### src/hdl/timer_readback_pkg.sv
// Shared constants and types for the timer count and status read-back logic
package timer_readback_pkg;
  // Port select codes on the host port
  localparam logic [1:0] port_counter0 = 2'h0;
  localparam logic [1:0] port_counter1 = 2'h1;
  localparam logic [1:0] port_counter2 = 2'h2;
  localparam logic [1:0] command_port = 2'h3;
  // Command word field positions
  localparam int select_high_pos = 7;
  localparam int select_low_pos = 6;
  localparam int access_high_pos = 5;
  localparam int access_low_pos = 4;
  localparam int count_bit_pos = 5;
  localparam int status_bit_pos = 4;
  localparam int rb_counter0_pos = 1;
  localparam int status_out_pos = 7;
  localparam int status_null_pos = 6;
  // Special select and access codes
  localparam logic [1:0] select_readback = 2'h3;
  localparam logic [1:0] access_latch = 2'h0;
  localparam logic [1:0] access_low_only = 2'h1;
  localparam logic [1:0] access_high_only = 2'h2;
  localparam logic [1:0] access_low_high = 2'h3;
  // Reset values and number of counters
  localparam logic [5:0] mode_reset = 6'h00;
  localparam logic [7:0] data_reset = 8'h00;
  localparam int num_counters = 3;
  // Host recovery in cycles, one less than the strobe width, long enough for the device strobe filter
  localparam logic [3:0] strobe_cycles = 4'h6;
  // Host side bus transaction state
  typedef enum logic [1:0] {host_idle, host_setup, host_strobe, host_done} host_state_t;
endpackage

### src/hdl/timer_port_if.sv
// Parallel host port joining the bus master end and the timer read-back end
`timescale 1ns/10ps
`default_nettype none
interface timer_port_if;
  logic cs_n;
  logic rd_n;
  logic wr_n;
  logic port_select_high;
  logic port_select_low;
  logic [7:0] host_data;
  logic host_data_oe;
  logic [7:0] dev_data;
  logic dev_data_oe;
  // Host drives strobes and its data lanes
  modport host (output cs_n, rd_n, wr_n, port_select_high, port_select_low, host_data,
    host_data_oe, input dev_data, dev_data_oe);
  // Device answers with read data
  modport device (input cs_n, rd_n, wr_n, port_select_high, port_select_low, host_data,
    host_data_oe, output dev_data, dev_data_oe);
endinterface
`default_nettype wire

### src/hdl/timer_readback.sv
// Device end: latch and read-back logic of a three-channel 16-bit interval timer
// Contract
// Command port latch uses select bits D7:D6, with D5:D4 zero
// Latch freezes count until read or reprogram
// Second latch before read is ignored
// Latch commands keep mode settings unchanged
// Two-byte reads survive interleaved other accesses
// Separate read and write byte pointers
// Software must not interleave two-byte readers
// Read-back bits D1..D3 select counters 0..2
// Read-back D5 low latches selected counts
// Repeated count read-back ignored until read
// Read-back D4 low latches status byte
// Status holds out, null flag, mode bits
// Null flag set by control/count, cleared load
// Two-byte write sets null on high byte
// Latched count shows old counting element
// Repeated status latch ignored until read
// Combined read-back latches each part separately
// Status read first, then count, then live
// Strobe and port select decoding table
// Select code 11 means read-back command
// Access code 00 means counter latch
// Two-byte transfers go low byte first
// Status always one read, then released
`timescale 1ns/10ps
`default_nettype none
module timer_readback
  import timer_readback_pkg::*;
(
  // Clock and reset
  input wire logic clk,
  input wire logic reset_n,
  // Host port
  timer_port_if.device port,
  // Counting elements and output pins of the three counters
  input wire logic [15:0] live_count [num_counters],
  input wire logic [num_counters-1:0] out_level,
  input wire logic [num_counters-1:0] count_loaded,
  // Count register outputs towards the counting elements
  output logic [15:0] count_load_register [num_counters],
  output logic [num_counters-1:0] count_written,
  output logic [5:0] mode_bits [num_counters]
);
  // Per counter state
  typedef struct packed {
    logic [5:0] mode;         // Last control word bits D5..D0
    logic [15:0] latch;       // Output latch contents
    logic count_latched;      // Latch frozen
    logic [7:0] status;       // Latched status byte
    logic status_latched;     // Status waiting to be read
    logic null_count;         // Pending load flag
    logic read_high;          // Read pointer at high byte
    logic write_high;         // Write pointer at high byte
    logic [15:0] load_value;  // Count register
    logic written;            // One-cycle pulse on full count write
  } chan_t;
  typedef struct packed {
    chan_t [num_counters-1:0] ch;
    logic [2:0] rd_sync;      // Synchroniser on read strobe
    logic [2:0] wr_sync;      // Synchroniser on write strobe
    logic rd_level_n;         // Filtered read strobe level, low while active
    logic wr_level_n;         // Filtered write strobe level, low while active
    logic [7:0] data_out;     // Read data driven to the host
    logic data_oe;            // Data bus enable
  } state_t;

  state_t cur;
  state_t next_cur;

  // Strobe level after the second and third stages agree
  function automatic logic agreed(input logic [2:0] s, input logic prev);
    agreed = (s[1] == s[2]) ? s[2] : prev;
  endfunction

  // Byte picked by the read pointer for a given access format
  function automatic logic [7:0] pick_byte(input logic [15:0] v, input logic [1:0] fmt,
                                           input logic hi);
    if (fmt == access_high_only || (fmt == access_low_high && hi))
      pick_byte = v[15:8];
    else
      pick_byte = v[7:0];
  endfunction

  logic rd_settled_n; // Read strobe level this cycle after the filter
  logic wr_settled_n; // Write strobe level this cycle after the filter
  logic rd_edge;
  logic wr_edge;
  logic [1:0] sel;
  logic [7:0] din;

  // Strobe decode: active only with chip select low, one strobe at a time
  always_comb
  begin
    rd_settled_n = agreed(cur.rd_sync, cur.rd_level_n);
    wr_settled_n = agreed(cur.wr_sync, cur.wr_level_n);
    sel = {port.port_select_high, port.port_select_low};
    din = port.host_data;
    // Act once on the falling edge of the filtered strobe, so a bounce never acts twice
    rd_edge = cur.rd_level_n && !rd_settled_n && !port.cs_n;
    wr_edge = cur.wr_level_n && !wr_settled_n && !port.cs_n;
    if (rd_edge && wr_edge)
    begin
      // Both strobes together is not a legal access
      rd_edge = 1'b0;
      wr_edge = 1'b0;
    end
  end

  // Next state
  always_comb
  begin
    logic [1:0] fmt;
    logic [15:0] shown;
    fmt = 2'h0;
    shown = 16'h0000;
    next_cur = cur;
    next_cur.rd_sync = {cur.rd_sync[1:0], port.rd_n};
    next_cur.wr_sync = {cur.wr_sync[1:0], port.wr_n};
    next_cur.rd_level_n = rd_settled_n;
    next_cur.wr_level_n = wr_settled_n;
    // Drive data only while a counter read is in progress
    next_cur.data_oe = !port.cs_n && !port.rd_n && port.wr_n && sel != command_port;
    for (int i = 0; i < num_counters; i++)
    begin
      next_cur.ch[i].written = 1'b0;
      // Counting element took the count register
      if (count_loaded[i])
        next_cur.ch[i].null_count = 1'b0;
      // Unlatched output latch follows the counting element
      if (!cur.ch[i].count_latched)
        next_cur.ch[i].latch = live_count[i];
    end
    // Host read of a counter data port
    if (rd_edge && sel != command_port)
    begin
      fmt = cur.ch[sel].mode[5:4];
      shown = cur.ch[sel].count_latched ? cur.ch[sel].latch : live_count[sel];
      if (cur.ch[sel].status_latched)
      begin
        next_cur.data_out = cur.ch[sel].status;
        next_cur.ch[sel].status_latched = 1'b0;
      end
      else
      begin
        next_cur.data_out = pick_byte(shown, fmt, cur.ch[sel].read_high);
        if (fmt == access_low_high && !cur.ch[sel].read_high)
          next_cur.ch[sel].read_high = 1'b1;
        else
        begin
          next_cur.ch[sel].read_high = 1'b0;
          next_cur.ch[sel].count_latched = 1'b0;
        end
      end
    end
    // Host write of a counter count register
    if (wr_edge && sel != command_port)
    begin
      fmt = cur.ch[sel].mode[5:4];
      if (fmt == access_low_high && !cur.ch[sel].write_high)
      begin
        next_cur.ch[sel].load_value[7:0] = din;
        next_cur.ch[sel].write_high = 1'b1;
      end
      else
      begin
        if (fmt == access_high_only || fmt == access_low_high)
          next_cur.ch[sel].load_value[15:8] = din;
        else
          next_cur.ch[sel].load_value[7:0] = din;
        if (fmt == access_high_only)
          next_cur.ch[sel].load_value[7:0] = data_reset;
        if (fmt == access_low_only)
          next_cur.ch[sel].load_value[15:8] = data_reset;
        next_cur.ch[sel].write_high = 1'b0;
        next_cur.ch[sel].null_count = 1'b1;
        next_cur.ch[sel].written = 1'b1;
      end
    end
    // Command port write
    if (wr_edge && sel == command_port)
    begin
      if (din[select_high_pos:select_low_pos] == select_readback)
      begin
        // Read-back applies to each selected counter
        for (int i = 0; i < num_counters; i++)
          if (din[rb_counter0_pos + i])
          begin
            if (!din[count_bit_pos] && !cur.ch[i].count_latched)
            begin
              next_cur.ch[i].count_latched = 1'b1;
              next_cur.ch[i].latch = live_count[i];
            end
            if (!din[status_bit_pos] && !cur.ch[i].status_latched)
            begin
              next_cur.ch[i].status_latched = 1'b1;
              next_cur.ch[i].status = {out_level[i], cur.ch[i].null_count,
                                       cur.ch[i].mode};
            end
          end
      end
      else if (din[access_high_pos:access_low_pos] == access_latch)
      begin
        // Counter latch command, mode settings untouched
        if (!cur.ch[din[select_high_pos:select_low_pos]].count_latched)
        begin
          next_cur.ch[din[select_high_pos:select_low_pos]].count_latched = 1'b1;
          next_cur.ch[din[select_high_pos:select_low_pos]].latch =
            live_count[din[select_high_pos:select_low_pos]];
        end
      end
      else
      begin
        // Control word reprograms the counter and drops its latches
        next_cur.ch[din[select_high_pos:select_low_pos]].mode = din[5:0];
        next_cur.ch[din[select_high_pos:select_low_pos]].null_count = 1'b1;
        next_cur.ch[din[select_high_pos:select_low_pos]].count_latched = 1'b0;
        next_cur.ch[din[select_high_pos:select_low_pos]].status_latched = 1'b0;
        next_cur.ch[din[select_high_pos:select_low_pos]].read_high = 1'b0;
        next_cur.ch[din[select_high_pos:select_low_pos]].write_high = 1'b0;
      end
    end
  end

  // State register
  always_ff @(posedge clk or negedge reset_n)
  begin
    if (!reset_n)
    begin
      // Strobes idle high, so the filter starts high and no false edge follows reset
      cur <= '0;
      cur.rd_sync <= 3'h7;
      cur.wr_sync <= 3'h7;
      cur.rd_level_n <= 1'b1;
      cur.wr_level_n <= 1'b1;
    end
    else
      cur <= next_cur;
  end

  // Outputs straight from flip-flops
  always_comb
  begin
    port.dev_data = cur.data_out;
    port.dev_data_oe = cur.data_oe;
    for (int i = 0; i < num_counters; i++)
    begin
      count_load_register[i] = cur.ch[i].load_value;
      count_written[i] = cur.ch[i].written;
      mode_bits[i] = cur.ch[i].mode;
    end
  end
endmodule
`default_nettype wire

### src/flat_wrapper.sv
// flat-port wrapper written by rule: the top's interface ports become plain ports
module timer_readback_flat import timer_readback_pkg::*;
  (clk, reset_n, live_count, out_level, count_loaded, count_load_register, count_written, mode_bits, port_cs_n, port_rd_n, port_wr_n, port_port_select_high, port_port_select_low, port_host_data, port_host_data_oe, port_dev_data, port_dev_data_oe);
  timer_port_if port_i ();
  input wire logic clk;
  input wire logic reset_n;
  input wire logic [15:0] live_count[num_counters];
  input wire logic [num_counters-1:0] out_level;
  input wire logic [num_counters-1:0] count_loaded;
  output logic [15:0] count_load_register[num_counters];
  output logic [num_counters-1:0] count_written;
  output logic [5:0] mode_bits[num_counters];
  input wire logic [$bits(port_i.cs_n)-1:0] port_cs_n;
  input wire logic [$bits(port_i.rd_n)-1:0] port_rd_n;
  input wire logic [$bits(port_i.wr_n)-1:0] port_wr_n;
  input wire logic [$bits(port_i.port_select_high)-1:0] port_port_select_high;
  input wire logic [$bits(port_i.port_select_low)-1:0] port_port_select_low;
  input wire logic [$bits(port_i.host_data)-1:0] port_host_data;
  input wire logic [$bits(port_i.host_data_oe)-1:0] port_host_data_oe;
  output wire logic [$bits(port_i.dev_data)-1:0] port_dev_data;
  output wire logic [$bits(port_i.dev_data_oe)-1:0] port_dev_data_oe;
  assign port_i.cs_n = port_cs_n;
  assign port_i.rd_n = port_rd_n;
  assign port_i.wr_n = port_wr_n;
  assign port_i.port_select_high = port_port_select_high;
  assign port_i.port_select_low = port_port_select_low;
  assign port_i.host_data = port_host_data;
  assign port_i.host_data_oe = port_host_data_oe;
  assign port_dev_data = port_i.dev_data;
  assign port_dev_data_oe = port_i.dev_data_oe;
  timer_readback u_core (.clk(clk), .reset_n(reset_n), .port(port_i), .live_count(live_count), .out_level(out_level), .count_loaded(count_loaded), .count_load_register(count_load_register), .count_written(count_written), .mode_bits(mode_bits));
endmodule
### config.mk
export PLATFORM = sky130hd
export DESIGN_NAME = timer_readback_flat
export DESIGN_NICKNAME = d
export VERILOG_FILES = /design/src/hdl/timer_readback_pkg.sv /design/src/hdl/timer_port_if.sv /design/src/hdl/timer_readback.sv /design/src/flat_wrapper.sv
export SDC_FILE = /design/constraint.sdc
export NUM_CORES = 1
export LEC_CHECK = 0
export BUFFER_PORTS_ARGS = -buffer_cell sky130_fd_sc_hd__buf_4
export CAP_MARGIN = 15
export CELL_PAD_IN_SITES_DETAIL_PLACEMENT = 0
export CELL_PAD_IN_SITES_GLOBAL_PLACEMENT = 1
export CORE_UTILIZATION = 40
export DETAILED_ROUTE_END_ITERATION = 10
export PLACE_DENSITY_LB_ADDON = 0.2
export SYNTH_ARGS = -nofsm -noshare
export SYNTH_HDL_FRONTEND = slang
export SYNTH_SLANG_ARGS = --single-unit
### constraint.sdc
create_clock -name clk -period 2.1 [get_ports clk]
set_input_delay 0.315 -clock clk [delete_from_list [all_inputs] [get_ports clk]]
set_output_delay 0.315 -clock clk [all_outputs]
set_load 0.03 [all_outputs]
==> impl_metrics.env <==
export IMPL_path_class="flop to flop"
export IMPL_syn_area_per_cell_um2=11.9
export IMPL_hp_class="input pin to flop"
export IMPL_drt_pass1_iterations=7
export IMPL_violations="design-rule violations, negative setup slack"
export IMPL_yosys_area_share_simple=0.0843
export IMPL_wirelength_mm=23.2
export IMPL_placed_cells=1116
export IMPL_drt_initial_drc_count=377
export IMPL_gp_congestion=0.815
export IMPL_grt_max_degree=70
export IMPL_status="finished with violations"
export IMPL_synth_area_um2=8870
export IMPL_cts_sinks=173
export IMPL_hold_viol=0
export IMPL_synth_xor_area_frac=0
export IMPL_path_max_fanout=9
export IMPL_synth_edf_count=0
export IMPL_synth_top_family_by_area="multiplexers"
export IMPL_clkTransAtPathRegs_ps=80
export IMPL_yosysWarnings=0
export IMPL_synth_cells=746
export IMPL_rsz0062_at_grt="yes"
export IMPL_grt_overflow=0
export IMPL_viasPerCell=5.40
export IMPL_place_ws_ps=-304
export IMPL_yosys_register_bits=173
export IMPL_cts_buffers=17
export IMPL_final_common_cell="buf_4"
export IMPL_routedWlPerCell_um=20.1
export IMPL_place_hpwl_mm=16.3
export IMPL_final_cells=1154
export IMPL_synth_compound_area_frac=0.135
export IMPL_start_util=0.408
export IMPL_tightest_slew_ps=593
export IMPL_fin_ws_ps=-234
export IMPL_h_tree_depth=4
export IMPL_die_x_um=151
export IMPL_max_cap_violations=0
export IMPL_drcViolationCount=1
export IMPL_syn_num_nets=816
export IMPL_crit_chain="or3b_4 > nor4_4 > nand4b_4 > nor3b_4 > buf_12 > mux2_4"
export IMPL_required_ps=2420
export IMPL_ys_flop_type="dfrtp_1"
export IMPL_drtAntennaViolNets=0
export IMPL_portBuffers=146
export IMPL_slew_violations=0
export IMPL_track_usage=0.212
export IMPL_synthDistinctLibCells=55
export IMPL_muxShareOfSynthArea=0.201
export IMPL_die_height_um=151
export IMPL_min_period_over_period=1.11
export IMPL_synthAdderAreaFrac=0.00226
export IMPL_vdd_ir_drop_max_uv=458
export IMPL_powerDensity_nw_per_um2=825
export IMPL_cts_root_buf="clkbuf_16"
export IMPL_crit_slowest_cell="dfstp_2"
export IMPL_crit_arrival_ps=2650
export IMPL_critPathBufInv=1
export IMPL_grt_pass1_wl_mm=36.2
export IMPL_area_growth_pct=24.0
export IMPL_finalNetCount=931
export IMPL_antenna_cells=0
export IMPL_fp_coreArea_um2=21800
export IMPL_async_reset_ff_frac=1.00
export IMPL_finalCriticalPeriod_ps=2330
export IMPL_drive_above_1_share=0.434
export IMPL_skew_ps=11.3
export IMPL_setup_violations_final=50
export IMPL_cts_tree="yes"
export IMPL_clk_latency_ps=440
export IMPL_antenna_found_initial=0
export IMPL_slowest_delay_ps=530
export IMPL_die_area_um2=22800
export IMPL_leakagePower_nw=5.06
export IMPL_max_freq_ghz=0.428
export IMPL_cp_start_kind="flop"
export IMPL_slew_headroom=0.604
export IMPL_path_delay_family="simple AND/OR/NAND/NOR gates"
export IMPL_vias=6231
export IMPL_io_pins=148
export IMPL_seq_area_frac_synth=0.489
export IMPL_grt_pass1_vias=6588
export IMPL_cts_buffer_depth=2
export IMPL_rows=54
export IMPL_final_cell_mix="buf_4, dfrtp_1, mux2i_1, mux2_2, o2bb2ai_1"
export IMPL_critPathCaptureType="flop"
export IMPL_utilization=0.506
==> worst register-to-register path, stage by stage, from the launching register on <==
cell and delay, ps:
dfstp_2 530, or3b_4 390, nor4_4 360, nand4b_4 210, nor3b_4 260, buf_12 180, mux2_4 300
==> layer usage <==
layer / vias to the layer above / wire length, um / track usage
li1: 2903 / - / -
met1: 3142 / 10400 / 0.274
met2: 164 / 11400 / 0.357
met3: 22 / 1120 / 0.0461
met4: 0 / 342 / 0.0555
met5: - / 0 / 0
==> cell families (layout without fill, tap and decap cells) <==
logic type / count (synthesis) / in the layout
mux: 159 / 159
simple gates: 129 / 129
buf+inv: 128 / 256
fa+ha+maj: 2 / 2
flops: 173 / 173
compound gates: 155 / 155
==> repair_timing <==
action	in CTS	in global routing
hold endpoints to repair	47	0
endpoints found under the setup margin	59	75
setup buffers	2	2
gates resized for setup	20	19
hold buffers	3	0
pin swaps	4	8
cloned	0	0
==> state kept, by name (all words and copies together), names as in the netlist <==
| signal | count |
|---|---|
| u_core.count_load_register | 48 |
| u_core.count_written | 3 |
| u_core.cur | 95 |
| u_core.mode_bits | 18 |
| u_core.port.dev_data | 8 |
| u_core.port.dev_data_oe | 1 |
==> area by class of cell <==
cell class,count,area (um^2)
Clock buffer,17,425
Inverter,6,22.5
Sequential cell,173,4340
Multi-Input combinational cell,445,3940
Clock inverter,15,145
Tap cell,280,350
Fill cell,1944,10800
Timing Repair Buffer,218,1790
==> metrics by stage <==
stage	TNS [ps]	hold slack (ps)	cell area [um^2]	power, W
floorplan	-7220	19.4	8890	0.00546
global placement	-12010	283	10200	0.00600
detailed placement	-15300	292	10200	0.00604
CTS	-6290	94.0	10900	0.00917
global route	-9950	99.2	11000	0.00946
finish	-6830	107	11000	0.00908
==> synthesized netlist by cell type, types with 9 or more instances <==
cell	number	area (um^2)
dfrtp_1	165	4130
o2bb2ai_1	41	359
o21a_1	11	82.6
mux2i_1	75	751
clkbuf_1	30	113
o22a_1	11	96.3
a21oi_1	28	140
nor2_1	38	143
o21ai_0	10	50.1
nor3b_1	10	75.1
buf_4	77	578
buf_2	9	45.0
nor3_1	12	60.1
nand2_1	19	71.3
a22o_1	19	166
nand3_1	12	60.1
mux2_4	24	360
mux2_2	60	676
==> path summary, 6_finish.rpt <==
| path | from | endpoint | slack (ps) | cells after the start |
|---|---|---|---|---|
| worst max-delay path | u_core.cur[9] | u_core.cur[148] | -230 | 6 |
| worst max register to register | u_core.cur[9] | u_core.cur[148] | -230 | 6 |
| max in group asynchronous | reset_n | u_core.cur[12] | 990 | 3 |
| worst min-delay path | out_level[2] | u_core.cur[149] | 110 | 2 |
| worst min register to register | u_core.cur[11] | u_core.cur[12] | 360 | 0 |
| min in group asynchronous | reset_n | u_core.cur[61] | 380 | 2 |
==> report_power, final <==
group          switching, W  total (W)  leakage, nW  internal [W]
sequential         0.000224    0.00390         2.19       0.00368
clock               0.00150    0.00308        0.272       0.00158
combinational       0.00117    0.00209         2.60      0.000918
Power figures use the tool's default switching activity.
